File: src/cpu_ctl_pkg.sv
// How it works
// (RQ1) writing one to sleep bit enters sleep at once
// (RQ2) sleep stops clock, booster, charge pump and transceivers
// (RQ3) counters and timers hold their values during sleep
// (RQ4) enabled wake activity ends sleep; cpu resumes within 0.5 ms
// (RQ5) only writable wake-enable bits wake; two mode bits pick sleep or halt
// (RQ6) writing one to halt bit stops only the cpu
// (RQ7) any enabled, triggered interrupt ends halt; here the breakpoint interrupt does not end halt, only irq_request lines do
// (RQ8) up to two instructions may run after halt before servicing
// (RQ9) software writes zero to reserved bits
// (RQ10) enable bit 12 gates the on-the-go interrupt
// (RQ11) enable bit 11 gates all three spi sources
// (RQ12) enable bit 9 gates all second usb engine sources
// (RQ13) enable bit 8 gates all first usb engine sources
// (RQ14) enable bit 7 gates fast serial port block-done and receive-full
// (RQ15) bits 6 and 5 gate inbound and outbound mailbox
// (RQ16) enable bit 3 gates uart transmit and receive
// (RQ17) bit 2 gates gpio interrupt; clearing it discards pending ones
// (RQ18) bit 1 gates second timer; clearing it discards pending
// (RQ19) bit 0 gates first timer; clearing it discards pending
// (RQ20) breakpoint interrupt when program counter equals breakpoint register
// (RQ21) breakpoint interrupt holds until zero is written to breakpoint register
// (RQ22) request passes only while pending and enabled, including earlier pending
package cpu_ctl_pkg;
  localparam logic [15:0] power_control_addr   = 16'hc00a;
  localparam logic [15:0] int_source_en_addr   = 16'hc00e;
  localparam logic [15:0] pc_breakpoint_addr   = 16'hc014;
  localparam int          halt_bit             = 0;
  localparam int          sleep_bit            = 1;
  localparam int          boost_ok_bit         = 2;
  localparam logic [15:0] power_wr_mask        = 16'h5b93;
  localparam logic [15:0] wake_mask            = 16'h5b90;
  localparam logic [15:0] int_en_wr_mask       = 16'h1bef;
  localparam logic [15:0] reg_reset            = 16'h0000;
  localparam int          en_timer0            = 0;
  localparam int          en_timer1            = 1;
  localparam int          en_gpio              = 2;
  localparam int          en_uart              = 3;
  localparam int          en_mbx_out           = 5;
  localparam int          en_mbx_in            = 6;
  localparam int          en_fast_serial       = 7;
  localparam int          en_usb1              = 8;
  localparam int          en_usb2              = 9;
  localparam int          en_spi               = 11;
  localparam int          en_otg               = 12;
  localparam int          num_groups           = 11;
  localparam int          clk_hz               = 20_000_000;
  localparam int          resume_time_us       = 500;
  localparam int          resume_cycles        = (clk_hz / 1_000_000) * resume_time_us;
  localparam int          halt_slip_max        = 2;
  typedef enum logic [1:0] {run_st, halt_st, sleep_st, wake_st} power_state_e;
endpackage

File: src/sync2.sv
`timescale 1ns/1ps
module sync2 import cpu_ctl_pkg::*; #(
  parameter int width = 1
) (
  // clock and reset
  input  wire logic             pclk,
  input  wire logic             presetn,
  // data
  input  wire logic [width-1:0] d,
  output logic      [width-1:0] q
);
  logic [width-1:0] meta_reg;
  initial begin
    if (width < 1) $error("sync2 width must be positive");
  end
  always_ff @(posedge pclk or negedge presetn) begin
    if (!presetn) begin
      meta_reg <= '0;
      q        <= '0;
    end else begin
      meta_reg <= d;
      q        <= meta_reg;
    end
  end
endmodule

File: src/irq_gate.sv
`timescale 1ns/1ps
module irq_gate import cpu_ctl_pkg::*; #(
  parameter bit discard = 1'b0
) (
  // clock and reset
  input  wire logic pclk,
  input  wire logic presetn,
  // source and enable
  input  wire logic event_in,
  input  wire logic enable,
  output logic      request
);
  logic pend_reg;
  logic en_prev_reg;
  always_ff @(posedge pclk or negedge presetn) begin
    if (!presetn) en_prev_reg <= 1'b0;
    else en_prev_reg <= enable;
  end
  // discard only on the enable's fall, so a request taken while disabled still
  // passes once enabled; set wins over the discarding clear
  always_ff @(posedge pclk or negedge presetn) begin
    if (!presetn) pend_reg <= 1'b0;
    else if (event_in) pend_reg <= 1'b1;
    else if (discard && en_prev_reg && !enable) pend_reg <= 1'b0; // RQ17 RQ18 RQ19
  end
  assign request = enable & (pend_reg | event_in); // RQ22
endmodule

File: src/cpu_power_irq_control.sv
`timescale 1ns/1ps
module cpu_power_irq_control import cpu_ctl_pkg::*; #(
  parameter int resume_count = resume_cycles
) (
  // apb slave
  input  wire logic        pclk,
  input  wire logic        presetn,
  input  wire logic        psel,
  input  wire logic        penable,
  input  wire logic        pwrite,
  input  wire logic [15:0] paddr,
  input  wire logic [31:0] pwdata,
  output logic      [31:0] prdata,
  output logic             pready,
  output logic             pslverr,
  // interrupt sources, pulses or levels from peripherals
  input  wire logic        otg_irq,
  input  wire logic [2:0]  spi_irq,
  input  wire logic [5:0]  usb1_irq,
  input  wire logic [5:0]  usb2_irq,
  input  wire logic [1:0]  fast_serial_port_irq,
  input  wire logic        inbound_mailbox_irq,
  input  wire logic        outbound_mailbox_irq,
  input  wire logic [1:0]  uart_irq,
  input  wire logic        gpio_irq,
  input  wire logic        second_timer_irq,
  input  wire logic        first_timer_irq,
  // wake activity pins, asynchronous
  input  wire logic [15:0] wake_activity,
  input  wire logic        boost_not_ok,
  // processor side
  input  wire logic [15:0] cpu_pc,
  output logic [num_groups-1:0] irq_request,
  output logic             breakpoint_irq,
  output logic             cpu_stop,
  output logic             clock_stop,
  output logic             analog_power_down,
  output logic             counters_hold
);
  logic [15:0] power_reg, int_en_reg, bkpt_reg;
  logic        bkpt_hit_reg;
  logic [15:0] wake_sync, boost_sync;
  logic [31:0] resume_cnt_reg;
  power_state_e state_reg;
  logic        wr_en, rd_en, any_irq, wake_now;
  logic [num_groups-1:0] group_evt, group_en;

  initial begin
    if (resume_count < 1) $error("resume_count must be at least one");
  end

  function automatic logic mapped(input logic [15:0] a);
    return a == power_control_addr || a == int_source_en_addr || a == pc_breakpoint_addr;
  endfunction

  assign wr_en   = psel & penable & pwrite;
  assign rd_en   = psel & penable & ~pwrite;
  assign pready  = 1'b1;
  assign pslverr = psel & penable & ~mapped(paddr);

  sync2 #(.width(16)) wake_sync_i (
    .pclk(pclk), .presetn(presetn), .d(wake_activity), .q(wake_sync));
  sync2 #(.width(16)) boost_sync_i (
    .pclk(pclk), .presetn(presetn), .d({15'h0000, boost_not_ok}), .q(boost_sync));

  // power control: mode bits self-clear when the mode is taken
  always_ff @(posedge pclk or negedge presetn) begin
    if (!presetn) power_reg <= reg_reset;
    else if (wr_en && paddr == power_control_addr) power_reg <= pwdata[15:0] & power_wr_mask;
    else if (state_reg != run_st) power_reg[1:0] <= 2'b00;
  end

  always_ff @(posedge pclk or negedge presetn) begin
    if (!presetn) int_en_reg <= reg_reset;
    else if (wr_en && paddr == int_source_en_addr) int_en_reg <= pwdata[15:0] & int_en_wr_mask;
  end

  always_ff @(posedge pclk or negedge presetn) begin
    if (!presetn) bkpt_reg <= reg_reset;
    else if (wr_en && paddr == pc_breakpoint_addr) bkpt_reg <= pwdata[15:0];
  end

  // hit sticks until a zero write; a hit in the same cycle still wins
  always_ff @(posedge pclk or negedge presetn) begin
    if (!presetn) bkpt_hit_reg <= 1'b0;
    else if (bkpt_reg != 16'h0000 && cpu_pc == bkpt_reg) bkpt_hit_reg <= 1'b1; // RQ20
    else if (wr_en && paddr == pc_breakpoint_addr && pwdata[15:0] == 16'h0000)
      bkpt_hit_reg <= 1'b0; // RQ21
  end
  assign breakpoint_irq = bkpt_hit_reg;

  // otg takes the reserved slot so that every enable bit gates a real line
  assign group_evt = {1'b0, |spi_irq, otg_irq, |usb2_irq, |usb1_irq, |fast_serial_port_irq,
                      inbound_mailbox_irq, outbound_mailbox_irq, |uart_irq, gpio_irq,
                      second_timer_irq};
  assign group_en  = {1'b0, int_en_reg[en_spi], int_en_reg[en_otg], // RQ11 RQ10
                      int_en_reg[en_usb2], int_en_reg[en_usb1], // RQ12 RQ13
                      int_en_reg[en_fast_serial], int_en_reg[en_mbx_in], // RQ14 RQ15
                      int_en_reg[en_mbx_out], int_en_reg[en_uart], // RQ15 RQ16
                      int_en_reg[en_gpio], int_en_reg[en_timer1]}; // RQ17 RQ18

  // only gpio and timers lose pending requests when disabled
  genvar g;
  generate
    for (g = 0; g < num_groups - 1; g++) begin : gate_g
      irq_gate #(.discard(g <= 1)) gate_i (
        .pclk(pclk), .presetn(presetn), .event_in(group_evt[g]),
        .enable(group_en[g]), .request(irq_request[g + 1]));
    end
  endgenerate
  irq_gate #(.discard(1'b1)) timer0_gate_i (
    .pclk(pclk), .presetn(presetn), .event_in(first_timer_irq),
    .enable(int_en_reg[en_timer0]), .request(irq_request[0])); // RQ19

  assign any_irq  = |irq_request;
  assign wake_now = |(wake_sync & power_reg & wake_mask); // RQ5

  always_ff @(posedge pclk or negedge presetn) begin
    if (!presetn) state_reg <= run_st;
    else case (state_reg)
      run_st:   if (power_reg[sleep_bit]) state_reg <= sleep_st; // RQ1 RQ5
                else if (power_reg[halt_bit]) state_reg <= halt_st; // RQ6
      halt_st:  if (any_irq) state_reg <= run_st; // RQ7 RQ8
      sleep_st: if (wake_now) state_reg <= wake_st; // RQ4
      wake_st:  if (resume_cnt_reg >= 32'(resume_count - 1)) state_reg <= run_st; // RQ4
      default:  state_reg <= run_st;
    endcase
  end

  always_ff @(posedge pclk or negedge presetn) begin
    if (!presetn) resume_cnt_reg <= 32'h0000_0000;
    else if (state_reg == wake_st) resume_cnt_reg <= resume_cnt_reg + 32'h0000_0001;
    else resume_cnt_reg <= 32'h0000_0000;
  end

  assign cpu_stop          = state_reg != run_st; // RQ6
  assign clock_stop        = state_reg == sleep_st; // RQ2
  assign analog_power_down = state_reg == sleep_st; // RQ2
  assign counters_hold     = state_reg == sleep_st || state_reg == wake_st; // RQ3

  always_ff @(posedge pclk or negedge presetn) begin
    if (!presetn) prdata <= 32'h0000_0000;
    else if (psel && !penable && !pwrite) begin
      if (paddr == power_control_addr)
        prdata <= {16'h0000, power_reg | {13'h0000, boost_sync[0], 2'b00}};
      else if (paddr == int_source_en_addr) prdata <= {16'h0000, int_en_reg};
      else if (paddr == pc_breakpoint_addr) prdata <= {16'h0000, bkpt_reg};
      else prdata <= 32'h0000_0000;
    end
  end

  sleep_entry_a: assert property (@(posedge pclk) disable iff (!presetn) // RQ1
    state_reg == run_st && power_reg[sleep_bit] |=> clock_stop)
    else $error("sleep not entered");
  halt_exit_a: assert property (@(posedge pclk) disable iff (!presetn) // RQ7
    state_reg == halt_st && any_irq |=> !cpu_stop)
    else $error("halt not left");
  halt_cpu_only_a: assert property (@(posedge pclk) disable iff (!presetn) // RQ6
    state_reg == halt_st |-> cpu_stop && !clock_stop)
    else $error("halt stopped clock");
  sleep_wake_a: assert property (@(posedge pclk) disable iff (!presetn) // RQ4
    state_reg == wake_st |-> resume_cnt_reg < 32'(resume_count))
    else $error("resume late");
  bkpt_set_a: assert property (@(posedge pclk) disable iff (!presetn) // RQ20
    bkpt_reg != 16'h0000 && cpu_pc == bkpt_reg |=> breakpoint_irq)
    else $error("breakpoint missed");
  bkpt_hold_a: assert property (@(posedge pclk) disable iff (!presetn) // RQ21
    breakpoint_irq && !(wr_en && paddr == pc_breakpoint_addr) |=> breakpoint_irq)
    else $error("breakpoint dropped");
  gate_off_a: assert property (@(posedge pclk) disable iff (!presetn) // RQ22
    !int_en_reg[en_spi] |-> !irq_request[10])
    else $error("disabled request passed");
  timer_discard_a: assert property (@(posedge pclk) disable iff (!presetn) // RQ19
    $fell(int_en_reg[en_timer0]) && !first_timer_irq |=> !timer0_gate_i.pend_reg)
    else $error("timer pending kept");
  hold_sleep_a: assert property (@(posedge pclk) disable iff (!presetn) // RQ3
    clock_stop |-> counters_hold && analog_power_down)
    else $error("counters not held");
endmodule

File: config.mk
export PLATFORM = sky130hd
export DESIGN_NAME = cpu_power_irq_control
export DESIGN_NICKNAME = d
export VERILOG_FILES = /design/src/cpu_ctl_pkg.sv /design/src/sync2.sv /design/src/irq_gate.sv /design/src/cpu_power_irq_control.sv
export SDC_FILE = /design/constraint.sdc
export NUM_CORES = 1
export LEC_CHECK = 0
export ABC_CLOCK_PERIOD_IN_PS = 1850
export BUFFER_PORTS_ARGS = -buffer_cell sky130_fd_sc_hd__buf_2
export CAP_MARGIN = 20
export CORE_MARGIN = 3
export CORE_UTILIZATION = 43
export CTS_BUF_LIST = sky130_fd_sc_hd__clkbuf_4 sky130_fd_sc_hd__clkbuf_8 sky130_fd_sc_hd__clkbuf_16
export DETAILED_ROUTE_END_ITERATION = 10
export GPL_TIMING_DRIVEN = 0
export PLACE_DENSITY = 0.76
export RECOVER_POWER = 100
export SYNTH_ARGS = -nofsm -noshare
export SYNTH_HDL_FRONTEND = slang
export SYNTH_SLANG_ARGS = --single-unit
File: constraint.sdc
create_clock -name pclk -period 1.85 [get_ports pclk]
set_input_delay 0.2775 -clock pclk [delete_from_list [all_inputs] [get_ports pclk]]
set_output_delay 0.2775 -clock pclk [all_outputs]
set_load 0.03 [all_outputs]
# ---- Word level (Yosys, flattened, before mapping)
# Index checks and enable logic that the tools add are counted.
dict set report totals {
  romBits 0
  wordCells 122
  n_memories 0
  ram_bits 0
  ff_bits 149
  latchBits 0
}
dict set report op_classes {
  add_sub_neg 1
  shift 0
  muxes 20
  bitwise_logic 28
  div 0
  multipliers 0
  order_cmp 1
  eq_ne 11
  n_reduce_logical 35
}
# op n
set op_table {}
lappend op_table {{32-bit two-way mux} 3}
lappend op_table {{16-bit equality test, second input constant} 3}
lappend op_table {{32-bit by 1-bit adder with 32-bit output, second input constant} 1}
lappend op_table {{32-bit by 14-bit >= comparator with 1-bit output, second input constant} 1}
lappend op_table {{16-bit equality test} 1}
lappend op_table {{16-bit logical NOT} 1}
lappend op_table {{16-bit two-way mux} 1}
lappend op_table {{16-bit nonzero test} 1}
lappend op_table {{15-bit AND} 1}
lappend op_table {{15-bit by 3-bit bitwise OR with 15-bit output} 1}
lappend op_table {{1-bit AND} 14}
lappend op_table {{2-bit two-way mux} 7}
lappend op_table {{2-bit nonzero test} 6}
lappend op_table {{6-bit OR reduction} 2}
lappend op_table {{1-bit bitwise OR} 11}
lappend op_table {{11-bit OR reduction} 1}
lappend op_table {{1-bit logical AND} 10}
lappend op_table {{1-bit two-way mux} 8}
lappend op_table {{2-bit case mux with 4 select lines} 1}
lappend op_table {{7-bit OR reduction} 1}
lappend op_table {{1-bit logical NOT} 5}
lappend op_table {{2-bit equality test, second input constant} 2}
lappend op_table {{2-bit != test, second input constant} 2}
lappend op_table {{4-bit AND reduction} 1}
lappend op_table {{other kinds (8)} 11}

# ---- Depth between registers and ports, before layout
# Gate-level depths: netlist (run 1).
dict set report logic_depth {
  depth_word 6
  mapped_depth 7
  depth_no_buf 6
}

# ---- Modules after synthesis
# A second synthesis (run 1) with hierarchy kept.
dict set report unflattened {
  hier_cells 547
  hier_area_um2 6650.1
}
# mod area_per_inst_um2 cells_each instances
set modules_own_cells {}
lappend modules_own_cells {cpu_power_irq_control 4524.3 444 1}
lappend modules_own_cells {sync2 800.8 32 2}
lappend modules_own_cells {{irq_gate (gate_g[2].gate_i ...)} 38.8 3 8}
lappend modules_own_cells {{irq_gate (gate_g[0].gate_i ...)} 71.3 5 3}

# ---- Worst setup path before layout (run 1)
# Ideal clock, no wire load.
dict set report synth_timing {
  kind {input port to output port}
  startpoint {input paddr[14]}
  endpoint {output pslverr}
  path_buffers 2
  path_stages 5
  setup_slack_ps -10
  arrival_time_ps 1583
  t_required_ps 1572
  cell_sequence {nor4b_2 > and4_1 > buf_2 > buf_2 > nor3_1}
}
dict set report synth_between {
  elab_chain_len 5
  word_cells_on_any_way 7
  classes_between {eq/ne: 3; bitwise: 2; reduce/logical: 2}
}
# element line_no
set synth_rtl {}
lappend synth_rtl {{start: declaration} cpu_power_irq_control.sv:11} ;# input wire logic [15:0] paddr,
lappend synth_rtl {{16-bit equality test} cpu_power_irq_control.sv:53} ;# return a == power_control_addr || a == int_source_en_addr || a == pc_breakpoint_addr;
lappend synth_rtl {{1-bit logical OR} cpu_power_irq_control.sv:53}
lappend synth_rtl {{1-bit logical OR *} cpu_power_irq_control.sv:53}
lappend synth_rtl {{1-bit inverter *} cpu_power_irq_control.sv:59} ;# assign pslverr = psel & penable & ~mapped(paddr);
lappend synth_rtl {{1-bit AND *} cpu_power_irq_control.sv:59}
lappend synth_rtl {{end: declaration} cpu_power_irq_control.sv:15} ;# output logic pslverr,
# Every way passes the cells marked *; elsewhere a longest branch is shown, timed or not.

# ---- Worst setup path in the final report (run 1)
dict set report layout_timing {
  startpoint {input paddr[2]}
  endpoint {output pslverr}
}
# Same word-level chain as after synthesis.

==> impl_metrics.yaml, run 1 <==
final_layout:
  syn_to_final_growth_pct: 31.2
  fin_nets: 790
  drive_above_1_share_pct: 34.6
  fill_cells: 1004
  largest_reg_flops: 32
  regArea_um2: 2930
  antenna_cells: 0
  final_cell_area_um2: 7230
  multiInputGateArea_um2: 2410
cts:
  cts_max_level: 4
  insertion_delay_ns: 0.41
  clockBufferDepth: 2
  path_clk_slew_ns: 0.05
  root_buffer: "clkbuf_16"
  cts_tree: "yes"
  clock_sinks: 117
  cts_buffers: 17
synth:
  synth_compound_area_share_pct: 7.60
  synth_top_family_by_area: "simple AND/OR/NAND/NOR gates"
  synth_xor_area_share_pct: 6.83
  ys_seq_area_share_pct: 53.1
  netlist_area_um2: 5510
  syn_inst: 509
  ys_types: 47
  synthSimpleGateAreaFrac_pct: 19.5
  synthAdderAreaFrac_pct: 0.227
  syn-mean-instance-area_um2: 10.8
  synth_warnings: 0
  synth_mux_area_share_pct: 6.54
  ys_ff_latch: 117
  async_flop_share_pct: 100
  ys.flop_type: "dfrtp_1"
  synth-edff-count: 0
sta:
  fin_skew_ns: 0.00799
  setup_violations: 0
  fin_crit_sh_pct: 96.7
  maxSlewViolCount: 0
  timing.hold.ws_ns: 0.0687
  worst_slew_pin_slew_ns: 0.675
  hold_violations: 0
  rsz0062_at_grt: "yes"
  fmaxAchievable_mhz: 559
  fin_crit_ns: 1.79
  relSlewSlack_pct: 55.0
drt:
  avgViaCountPerCell: 5.29
  ant_nets: 0
  num_vias: 4539
  firstDrtPassIters: 5
  drt_iter0_drc: 316
  wl_per_cell_um: 16.5
  drc_errors: 0
  totalWireLength_mm: 14.2
global_route:
  antenna_found_initial: 0
  grt_max_degree: 66
  grt_pass1_vias: 4500
  grt_usage_pct: 19.9
  overflow: 0
  grt_pass1_wl_mm: 22.3
place:
  placed_cell_area_um2: 6400
  io_buffer_count: 118
  gp_congestion: 0.920
  place_hpwl_mm: 10.5
power_and_ir_drop:
  leakagePower_nw: 3.35
  cellPowerDensity_nw_per_um2: 849
  max-vdd-ir-drop_v: 0.000607
critical_path:
  reg2reg_to: "resume_cnt_reg[26]"
  critPathBufInv: 4
  critPathKind: "input pin to output pin"
  crit_family: "buffers and inverters"
  slowest_stage: "nor4b_2"
  worst_ep_arrival_time_ns: 1.51
  end_kind: "output pin"
  cp_max_fo: 17
  cp_cell_sequence: "buf_2 > inv_1 > nor4b_2 > and4_1 > clkbuf_4 > nor3_2 > buf_2"
  critPathMaxStageDelay_ns: 0.31
  reg2regPathDepth: 6
  rrSetupSlack_ns: 0.09
  cp_common_cell: "buf_2"
  timing.rr.start: "resume_cnt_reg[9]"
  critPathLaunchType: "input pin"
  critical_path_required_ns: 1.57
floorplan:
  rows: 40
  die_h_um: 119
  io_pins: 161
  coreArea_um2: 12300
  die_w_um: 119
  start_util_pct: 45.0
  dieArea_um2: 14200
hold_path:
  hp-class: "input pin to flip-flop"
  hold_end: "timer0_gate_i.pend_reg"
  worst_hold_path.num_cells: 2
  min_from: "first_timer_irq"
job:
  drv_cap: 0
outcome:
  status: "completed"
-- synthesized netlist by cell type (11+ instances only) --
cell | number | share of area (%)
a22oi_1 | 11 | 1.5
buf_4 | 30 | 4.1
clkbuf_1 | 11 | 0.75
dfrtp_1 | 117 | 53
mux2_2 | 30 | 6.1
nand2_1 | 40 | 2.7
nand2b_1 | 12 | 1.4
nand3_1 | 20 | 1.8
nand4_1 | 18 | 2.0
nor2_1 | 36 | 2.5
nor4_1 | 21 | 2.4
o21ai_0 | 27 | 2.5
xnor2_1 | 18 | 2.9
xor2_1 | 25 | 4.0
-- power by group --
part	total, mW	switching [mW]	leakage, nW	internal, mW
clock	3.21	1.11	0.285	2.10
combinational	0.343	0.205	1.55	0.137
sequential	2.59	0.00596	1.52	2.58
-- final cells by class --
| type | instances | share of cell area, % |
|---|---|---|
| well taps | 168 | 2.91 |
| plain buffers | 44 | 4.08 |
| repair buffers | 137 | 10.6 |
| clock inverters | 9 | 1.42 |
| flip-flops and latches | 117 | 40.6 |
| inverters | 9 | 0.467 |
| multi-input cells | 352 | 33.3 |
| clock buffers | 22 | 6.66 |
-- layer usage --
layer | global-route usage [%] | vias up | share of wire, %
li1 | - | 2104 | -
met1 | 25.2 | 2208 | 41
met2 | 32.5 | 201 | 49
met3 | 5.13 | 26 | 7.7
met4 | 8.47 | 0 | 2.2
met5 | 0 | - | 0
-- metrics by stage --
step	power [mW]	setup slack [ns]	std cells	TNS, ns	utilization, %
6_report	6.14	0.0618	858	0	59.0
5_1_grt	6.31	-0.0450	858	-0.0819	59.0
4_1_cts	6.17	-0.0203	850	-0.0341	58.3
3_5_place_dp	2.95	-0.364	811	-11.58	52.2
3_3_place_gp	2.93	-0.840	810	-106.31	52.0
2_1_floorplan	2.75	0.0561	524	0	-
-- worst max-delay path by stage --
stage                  startpoint  slack, ns                 end  cells after the start
2_1_floorplan            paddr[9]       0.06       int_en_reg[0]                      5
3_3_place_gp              presetn      -0.84  resume_cnt_reg[11]                      1
3_5_place_dp             paddr[9]      -0.36       int_en_reg[1]                      6
4_1_cts        resume_cnt_reg[12]      -0.02  resume_cnt_reg[26]                      6
5_1_grt                  paddr[5]      -0.04             pslverr                      7
6_report                 paddr[2]       0.06             pslverr                      7
-- kinds of logic (layout without fill, tap and decap cells) --
kind of cell               Yosys count  count (layout)
adders and majority gates            1               1
other                                2              17
xor gates and xnor gates            43              43
DFF                                117             117
muxes                               32              32
and+or+nand+nor                    192             192
buffers and inverters               55             221
AOI/OAI and AO/OA                   67              67
-- timing repair --
| item | 4_1_cts | 5_1_grt |
|---|---|---|
| endpoints found under the hold margin | 60 | 0 |
| endpoints found under the setup margin | 10 | 33 |
| hold buffers | 9 | 0 |
| pin swaps | 6 | 6 |
| gates resized for setup | 17 | 17 |
| setup buffers | 1 | 8 |
-- layout by cell type (no fill, tap or decap), types with 17 or more instances in the layout --
cell,count
buf_2,101
buf_4,39
clkbuf_1,26
clkbuf_16,17
conb_1,17
dfrtp_1,112
mux2_2,30
nand2_1,38
nand3_1,20
nand4_1,18
nor2_1,35
nor4_1,18
o21ai_0,27
xnor2_1,18
xor2_1,25
Note: power is estimated with default switching activity, not from simulation.
==> inputs of run 2 (changes only) <==
- RECOVER_POWER: 100 -> 25
==> run 2 against run 1 <==
Effect of this change: fmax fell by 0.23%; critical path depth unchanged; clock skew rose by 0.0025 ns; wire length about the same; sequential share of layout area down 0.11 points; register-to-register slack hardly changed; die area unchanged; flip-flop and latch count stayed put; critical path type unchanged; largest cell class unchanged; largest power group unchanged.
==> impl_metrics.yaml, run 2 (synthesis results as in run 1) <==
outcome:
  status: "completed"
cts:
  clockBufferDepth: 2
  insertion_delay_ns: 0.41
  root_buffer: "clkbuf_16"
  cts_tree: "yes"
  cts_max_level: 4
  cts_buffers: 17
  path_clk_slew_ns: 0.05
  clock_sinks: 117
place:
  placedCellCount: 811
  place_hpwl_mm: 10.5
  io_buffer_count: 118
  gp_congestion: 0.920
  pre_cts_ws_ns: -0.364
hold_path:
  min_from: "first_timer_irq"
  hp-class: "input pin to flip-flop"
critical_path:
  timing.rr.start: "resume_cnt_reg[9]"
  critPathKind: "input pin to output pin"
  critPathBufInv: 4
  cp_max_fo: 17
  worst_ep_arrival_time_ns: 1.51
  cp_cell_sequence: "buf_2 > inv_1 > nor4b_2 > and4_1 > clkbuf_4 > nor3_2 > buf_2"
  slowest_stage: "nor4b_2"
  critPathLaunchType: "input pin"
  critical_path_required_ns: 1.57
  critPathMaxStageDelay_ns: 0.31
  end_kind: "output pin"
  crit_family: "buffers and inverters"
  crit_start: "paddr[2]"
  cp_common_cell: "buf_2"
power_and_ir_drop:
  max-vdd-ir-drop_v: 0.000610
  cellPowerDensity_nw_per_um2: 845
  leakagePower_nw: 3.42
floorplan:
  die_w_um: 119
  dieArea_um2: 14200
  die_h_um: 119
  coreArea_um2: 12300
  start_util_pct: 45.0
  rows: 40
  io_pins: 161
sta:
  setup_ws_ns: 0.0577
  relSlewSlack_pct: 54.5
  rsz0062_at_grt: "yes"
  worst_slew_pin_slew_ns: 0.683
  fin_skew_ns: 0.0105
  fin_crit_sh_pct: 96.9
  fmaxAchievable_mhz: 558
  setup_violations: 0
  fin_crit_ns: 1.79
  maxSlewViolCount: 0
  hold_violations: 0
final_layout:
  largest_reg_flops: 32
  fill_cells: 992
  final_cells: 858
  drive_above_1_share_pct: 37.0
  antenna_cells: 0
  multiInputGateArea_um2: 2410
  fin_nets: 790
  final_common_cell: "buf_2"
  syn_to_final_growth_pct: 31.6
  mostFrequentLayoutCells: "buf_2 (117), dfrtp_1 (112), buf_4 (39), nand2_1 (38), nor2_1 (35)"
  regArea_um2: 2930
global_route:
  grt_max_degree: 66
  grt_pass1_vias: 4500
  antenna_found_initial: 0
  grt_usage_pct: 19.9
  grt_pass1_wl_mm: 22.3
  overflow: 0
job:
  drv_cap: 0
drt:
  avgViaCountPerCell: 5.28
  drc_errors: 0
  num_vias: 4530
  drt_iter0_drc: 303
  ant_nets: 0
  wl_per_cell_um: 16.5
  totalWireLength_mm: 14.2
  firstDrtPassIters: 5
-- run 2: cell count changes in the layout (fill, tap and decap cells not counted), sizes merged --
cell and delta:
buf +16, clkbuf -16
-- run 2: repair_timing --
action | CTS | global route
pin swaps | 6 | 6
buffers inserted | 1 | 8
endpoints found under the setup margin | 10 | 33
hold endpoints to repair | 60 | 0
hold buffers | 9 | 0
gates resized for setup | 17 | 17
-- run 2: power breakdown --
part           switching, mW  total, mW  internal (mW)
sequential           0.00609       2.59           2.58
clock                   1.10       3.20           2.10
combinational          0.205      0.342          0.137
total                   1.31       6.13           4.81
-- run 2: per-layer routing --
metal | wire [µm] | global-route usage (%) | vias to the layer above
met5 | 0 | 0 | -
met2 | 6940 | 32.5 | 199
met3 | 1120 | 5.13 | 29
met4 | 330 | 8.47 | 0
met1 | 5770 | 25.2 | 2203
li1 | - | - | 2099
-- run 2: final timing paths --
check,to,slack (ns),depth (start not counted)
min,timer0_gate_i.pend_reg,0.07,2
max reg2reg,resume_cnt_reg[26],0.09,6
min in group asynchronous,prdata[3],0.45,2
max in group asynchronous,resume_cnt_reg[13],0.64,3
min reg2reg,wake_sync_i.q[14],0.35,0
max,pslverr,0.06,7
-- run 2: area by class of cell --
type / instances / share of cell area, %
Buffer: 44 / 4.07
Clock buffer: 22 / 6.64
Clock inverter: 9 / 1.41
Inverter: 9 / 0.466
Multi-Input combinational cell: 352 / 33.2
Sequential cell: 117 / 40.4
Tap cell: 168 / 2.90
Timing Repair Buffer: 137 / 10.8
-- run 2: through the flow --
step / hold slack [ns] / utilization [%] / cell area [µm²] / TNS [ns] / power [mW]
2_1_floorplan: -0.0181 / - / 5570 / 0 / 2.75
3_3_place_gp: 0.332 / 52.0 / 6370 / -106.31 / 2.93
3_5_place_dp: 0.335 / 52.2 / 6400 / -11.58 / 2.95
4_1_cts: 0.0650 / 58.3 / 7150 / -0.0341 / 6.17
5_1_grt: 0.0689 / 59.2 / 7250 / -0.0819 / 6.31
6_report: 0.0672 / 59.2 / 7250 / 0 / 6.13
==> inputs of run 3 (changes only) <==
- ABC_CLOCK_PERIOD_IN_PS: 1850 -> 1900
- PLACE_DENSITY: 0.76 -> 0.73
- clock period: 1.85 -> 1.9 ns (I/O delays scaled with it)
==> run 3 against run 2 <==
Effect of this change: register-to-register slack lost 0.04 ns; global-route usage grew 0.67 points; clock-buffer cell count shrank 3; combinational power shrank 3%; total power grew 1.6%; largest cell class unchanged; non-clock buffer count is the same; critical endpoint is now resume_cnt_reg[23]; sequential share of layout area shrank 0.17 points; flip-flop and latch count is the same; sequential power shrank 3%; clock power grew 6%; critical path depth shrank 1; die area is the same.
==> impl_metrics.yaml, run 3 (synthesis results as in run 1) <==
floorplan:
  dieArea_um2: 14200
  rows: 40
  die_h_um: 119
  die_w_um: 119
  io_pins: 161
  start_util_pct: 45.0
  coreArea_um2: 12300
critical_path:
  timing.rr.start: "resume_cnt_reg[13]"
  slowest_stage: "or3_1"
  critPathMaxStageDelay_ns: 0.42
  rrSetupSlack_ns: 0.05
  reg2reg_to: "resume_cnt_reg[23]"
  reg2regPathDepth: 6
  end_kind: "flip-flop"
  cp_max_fo: 6
  worst_ep_arrival_time_ns: 2.13
  cp_cell_sequence: "nand4_1 > or3_1 > buf_6 > nor3_1 > xnor2_1 > nor2_1"
  critPathKind: "flip-flop to flip-flop"
  critPathLaunchType: "flip-flop"
  critical_path_required_ns: 2.18
power_and_ir_drop:
  p_sw_share_pct: 21.3
  max-vdd-ir-drop_v: 0.000459
  cellPowerDensity_nw_per_um2: 855
  clkPwrFrac_pct: 54.2
  combPwrFrac_pct: 5.3
  power.switching_mw: 1.33
  finalPower_mw: 6.23
  leakagePower_nw: 3.43
  seq_power_share_pct: 40.4
  p_int_mw: 4.90
drt:
  ant_nets: 0
  totalWireLength_mm: 14.4
  drt_iter0_drc: 300
  firstDrtPassIters: 5
  drc_errors: 0
  wl_per_cell_um: 16.8
  avgViaCountPerCell: 5.29
  num_vias: 4544
job:
  drv_cap: 0
cts:
  cts_buffers: 17
  clock_sinks: 117
  cts_max_level: 4
  root_buffer: "clkbuf_16"
  insertion_delay_ns: 0.41
  cts_tree: "yes"
  clockBufferDepth: 2
  path_clk_slew_ns: 0.06
sta:
  fin_tns_setup_ns: 0
  setup_violations: 0
  relSlewSlack_pct: 25.5
  fin_skew_ns: 0.00601
  fin_crit_ns: 1.85
  worst_slew_pin_slew_ns: 1.12
  maxSlewViolCount: 0
  hold_violations: 0
  fin_crit_sh_pct: 97.2
  fmaxAchievable_mhz: 541
hold_path:
  worst_hold_path.num_cells: 2
  min_from: "first_timer_irq"
  hold_end: "timer0_gate_i.pend_reg"
  hp-class: "input pin to flip-flop"
final_layout:
  fill_cells: 1012
  utilization_pct: 59.4
  fin_nets: 790
  mostFrequentLayoutCells: "buf_2 (118), dfrtp_1 (112), buf_4 (40), nand2_1 (39), nor2_1 (34)"
  drive_above_1_share_pct: 36.5
  final_cell_area_um2: 7280
  antenna_cells: 0
  largest_reg_flops: 32
  syn_to_final_growth_pct: 32.1
  final_common_cell: "buf_2"
global_route:
  grt_pass1_wl_mm: 23.1
  grt_usage_pct: 20.6
  grt_max_degree: 76
  overflow: 0
  antenna_found_initial: 0
  grt_pass1_vias: 4499
place:
  io_buffer_count: 118
  placed_cell_area_um2: 6400
  place_hpwl_mm: 10.5
  gp_congestion: 0.903
outcome:
  status: "completed"
-- run 3: cell types whose count changed in the layout (fill, tap and decap cells not counted), moves of 2 or more --
cell | previous run | this run
nor4_2 | 4 | 2
clkbuf_4 | 4 | 0
clkinvlp_4 | 3 | 6
bufinv_16 | 2 | 4
nor4_1 | 18 | 20
-- run 3: worst max-delay path by stage --
stage                              start            endpoint  depth (start not counted)
6_report              resume_cnt_reg[13]  resume_cnt_reg[23]                          6
5_1_grt               resume_cnt_reg[13]  resume_cnt_reg[25]                          6
4_1_cts        gate_g[9].gate_i.pend_reg     irq_request[10]                          5
3_5_place_dp                    paddr[7]       int_en_reg[1]                          6
3_3_place_gp                     presetn  resume_cnt_reg[12]                          1
2_1_floorplan                  paddr[14]             pslverr                          5
-- run 3: worst max-delay path: cells and delay by family, from the launching register on --
kind | cells | cell delay [ns]
XOR/XNOR | 1 | 0.18
buffers and inverters | 1 | 0.15
flip-flops | 1 | 0.41
AND/OR/NAND/NOR | 4 | 0.98
-- run 3: repair_timing --
item | CTS | global route
hold buffers | 9 | 0
pin swaps | 3 | 6
endpoints found under the setup margin | 8 | 17
hold endpoints to repair | 50 | 0
setup buffers | 2 | 7
resized for setup | 10 | 18
-- run 3: layout make-up --
cell class              count  area, µm²  share of cell area [%]
flip-flops and latches    117       2930                    40.3
plain buffers              44        292                    4.00
multi-input cells         352       2400                    32.9
clock buffers              19        453                    6.22
clock inverters            13        180                    2.47
well taps                 168        210                    2.89
repair buffers            137        782                    10.7
inverters                   9       33.8                   0.464
-- run 3: power groups by stage --
stage          sequential [mW]  combinational [mW]  clock, mW
4_1_cts                   2.52               0.331       3.41
5_1_grt                   2.52               0.364       3.54
3_5_place_dp              2.56               0.308          0
2_1_floorplan             2.56               0.120          0
3_3_place_gp              2.56               0.294          0
6_report                  2.52               0.333       3.38
-- run 3: stage by stage --
step | std cells | worst slack (ns) | hold slack [ns]
global placement | 810 | -0.828 | 0.332
CTS | 853 | 0.00482 | 0.0595
detailed placement | 811 | -0.349 | 0.233
floorplan | 524 | 0.0249 | -0.0106
global route | 859 | -0.00624 | 0.0783
finish | 859 | 0.0527 | 0.0721
-- run 3: layer usage --
metal  GRT usage, %  vias up  share of wire (%)
met2           34.0      209                 49
met3           5.18       24                7.6
met4           7.24        0                1.8
met5              0        -                  0
met1           26.4     2211                 41
li1               -     2100                  -
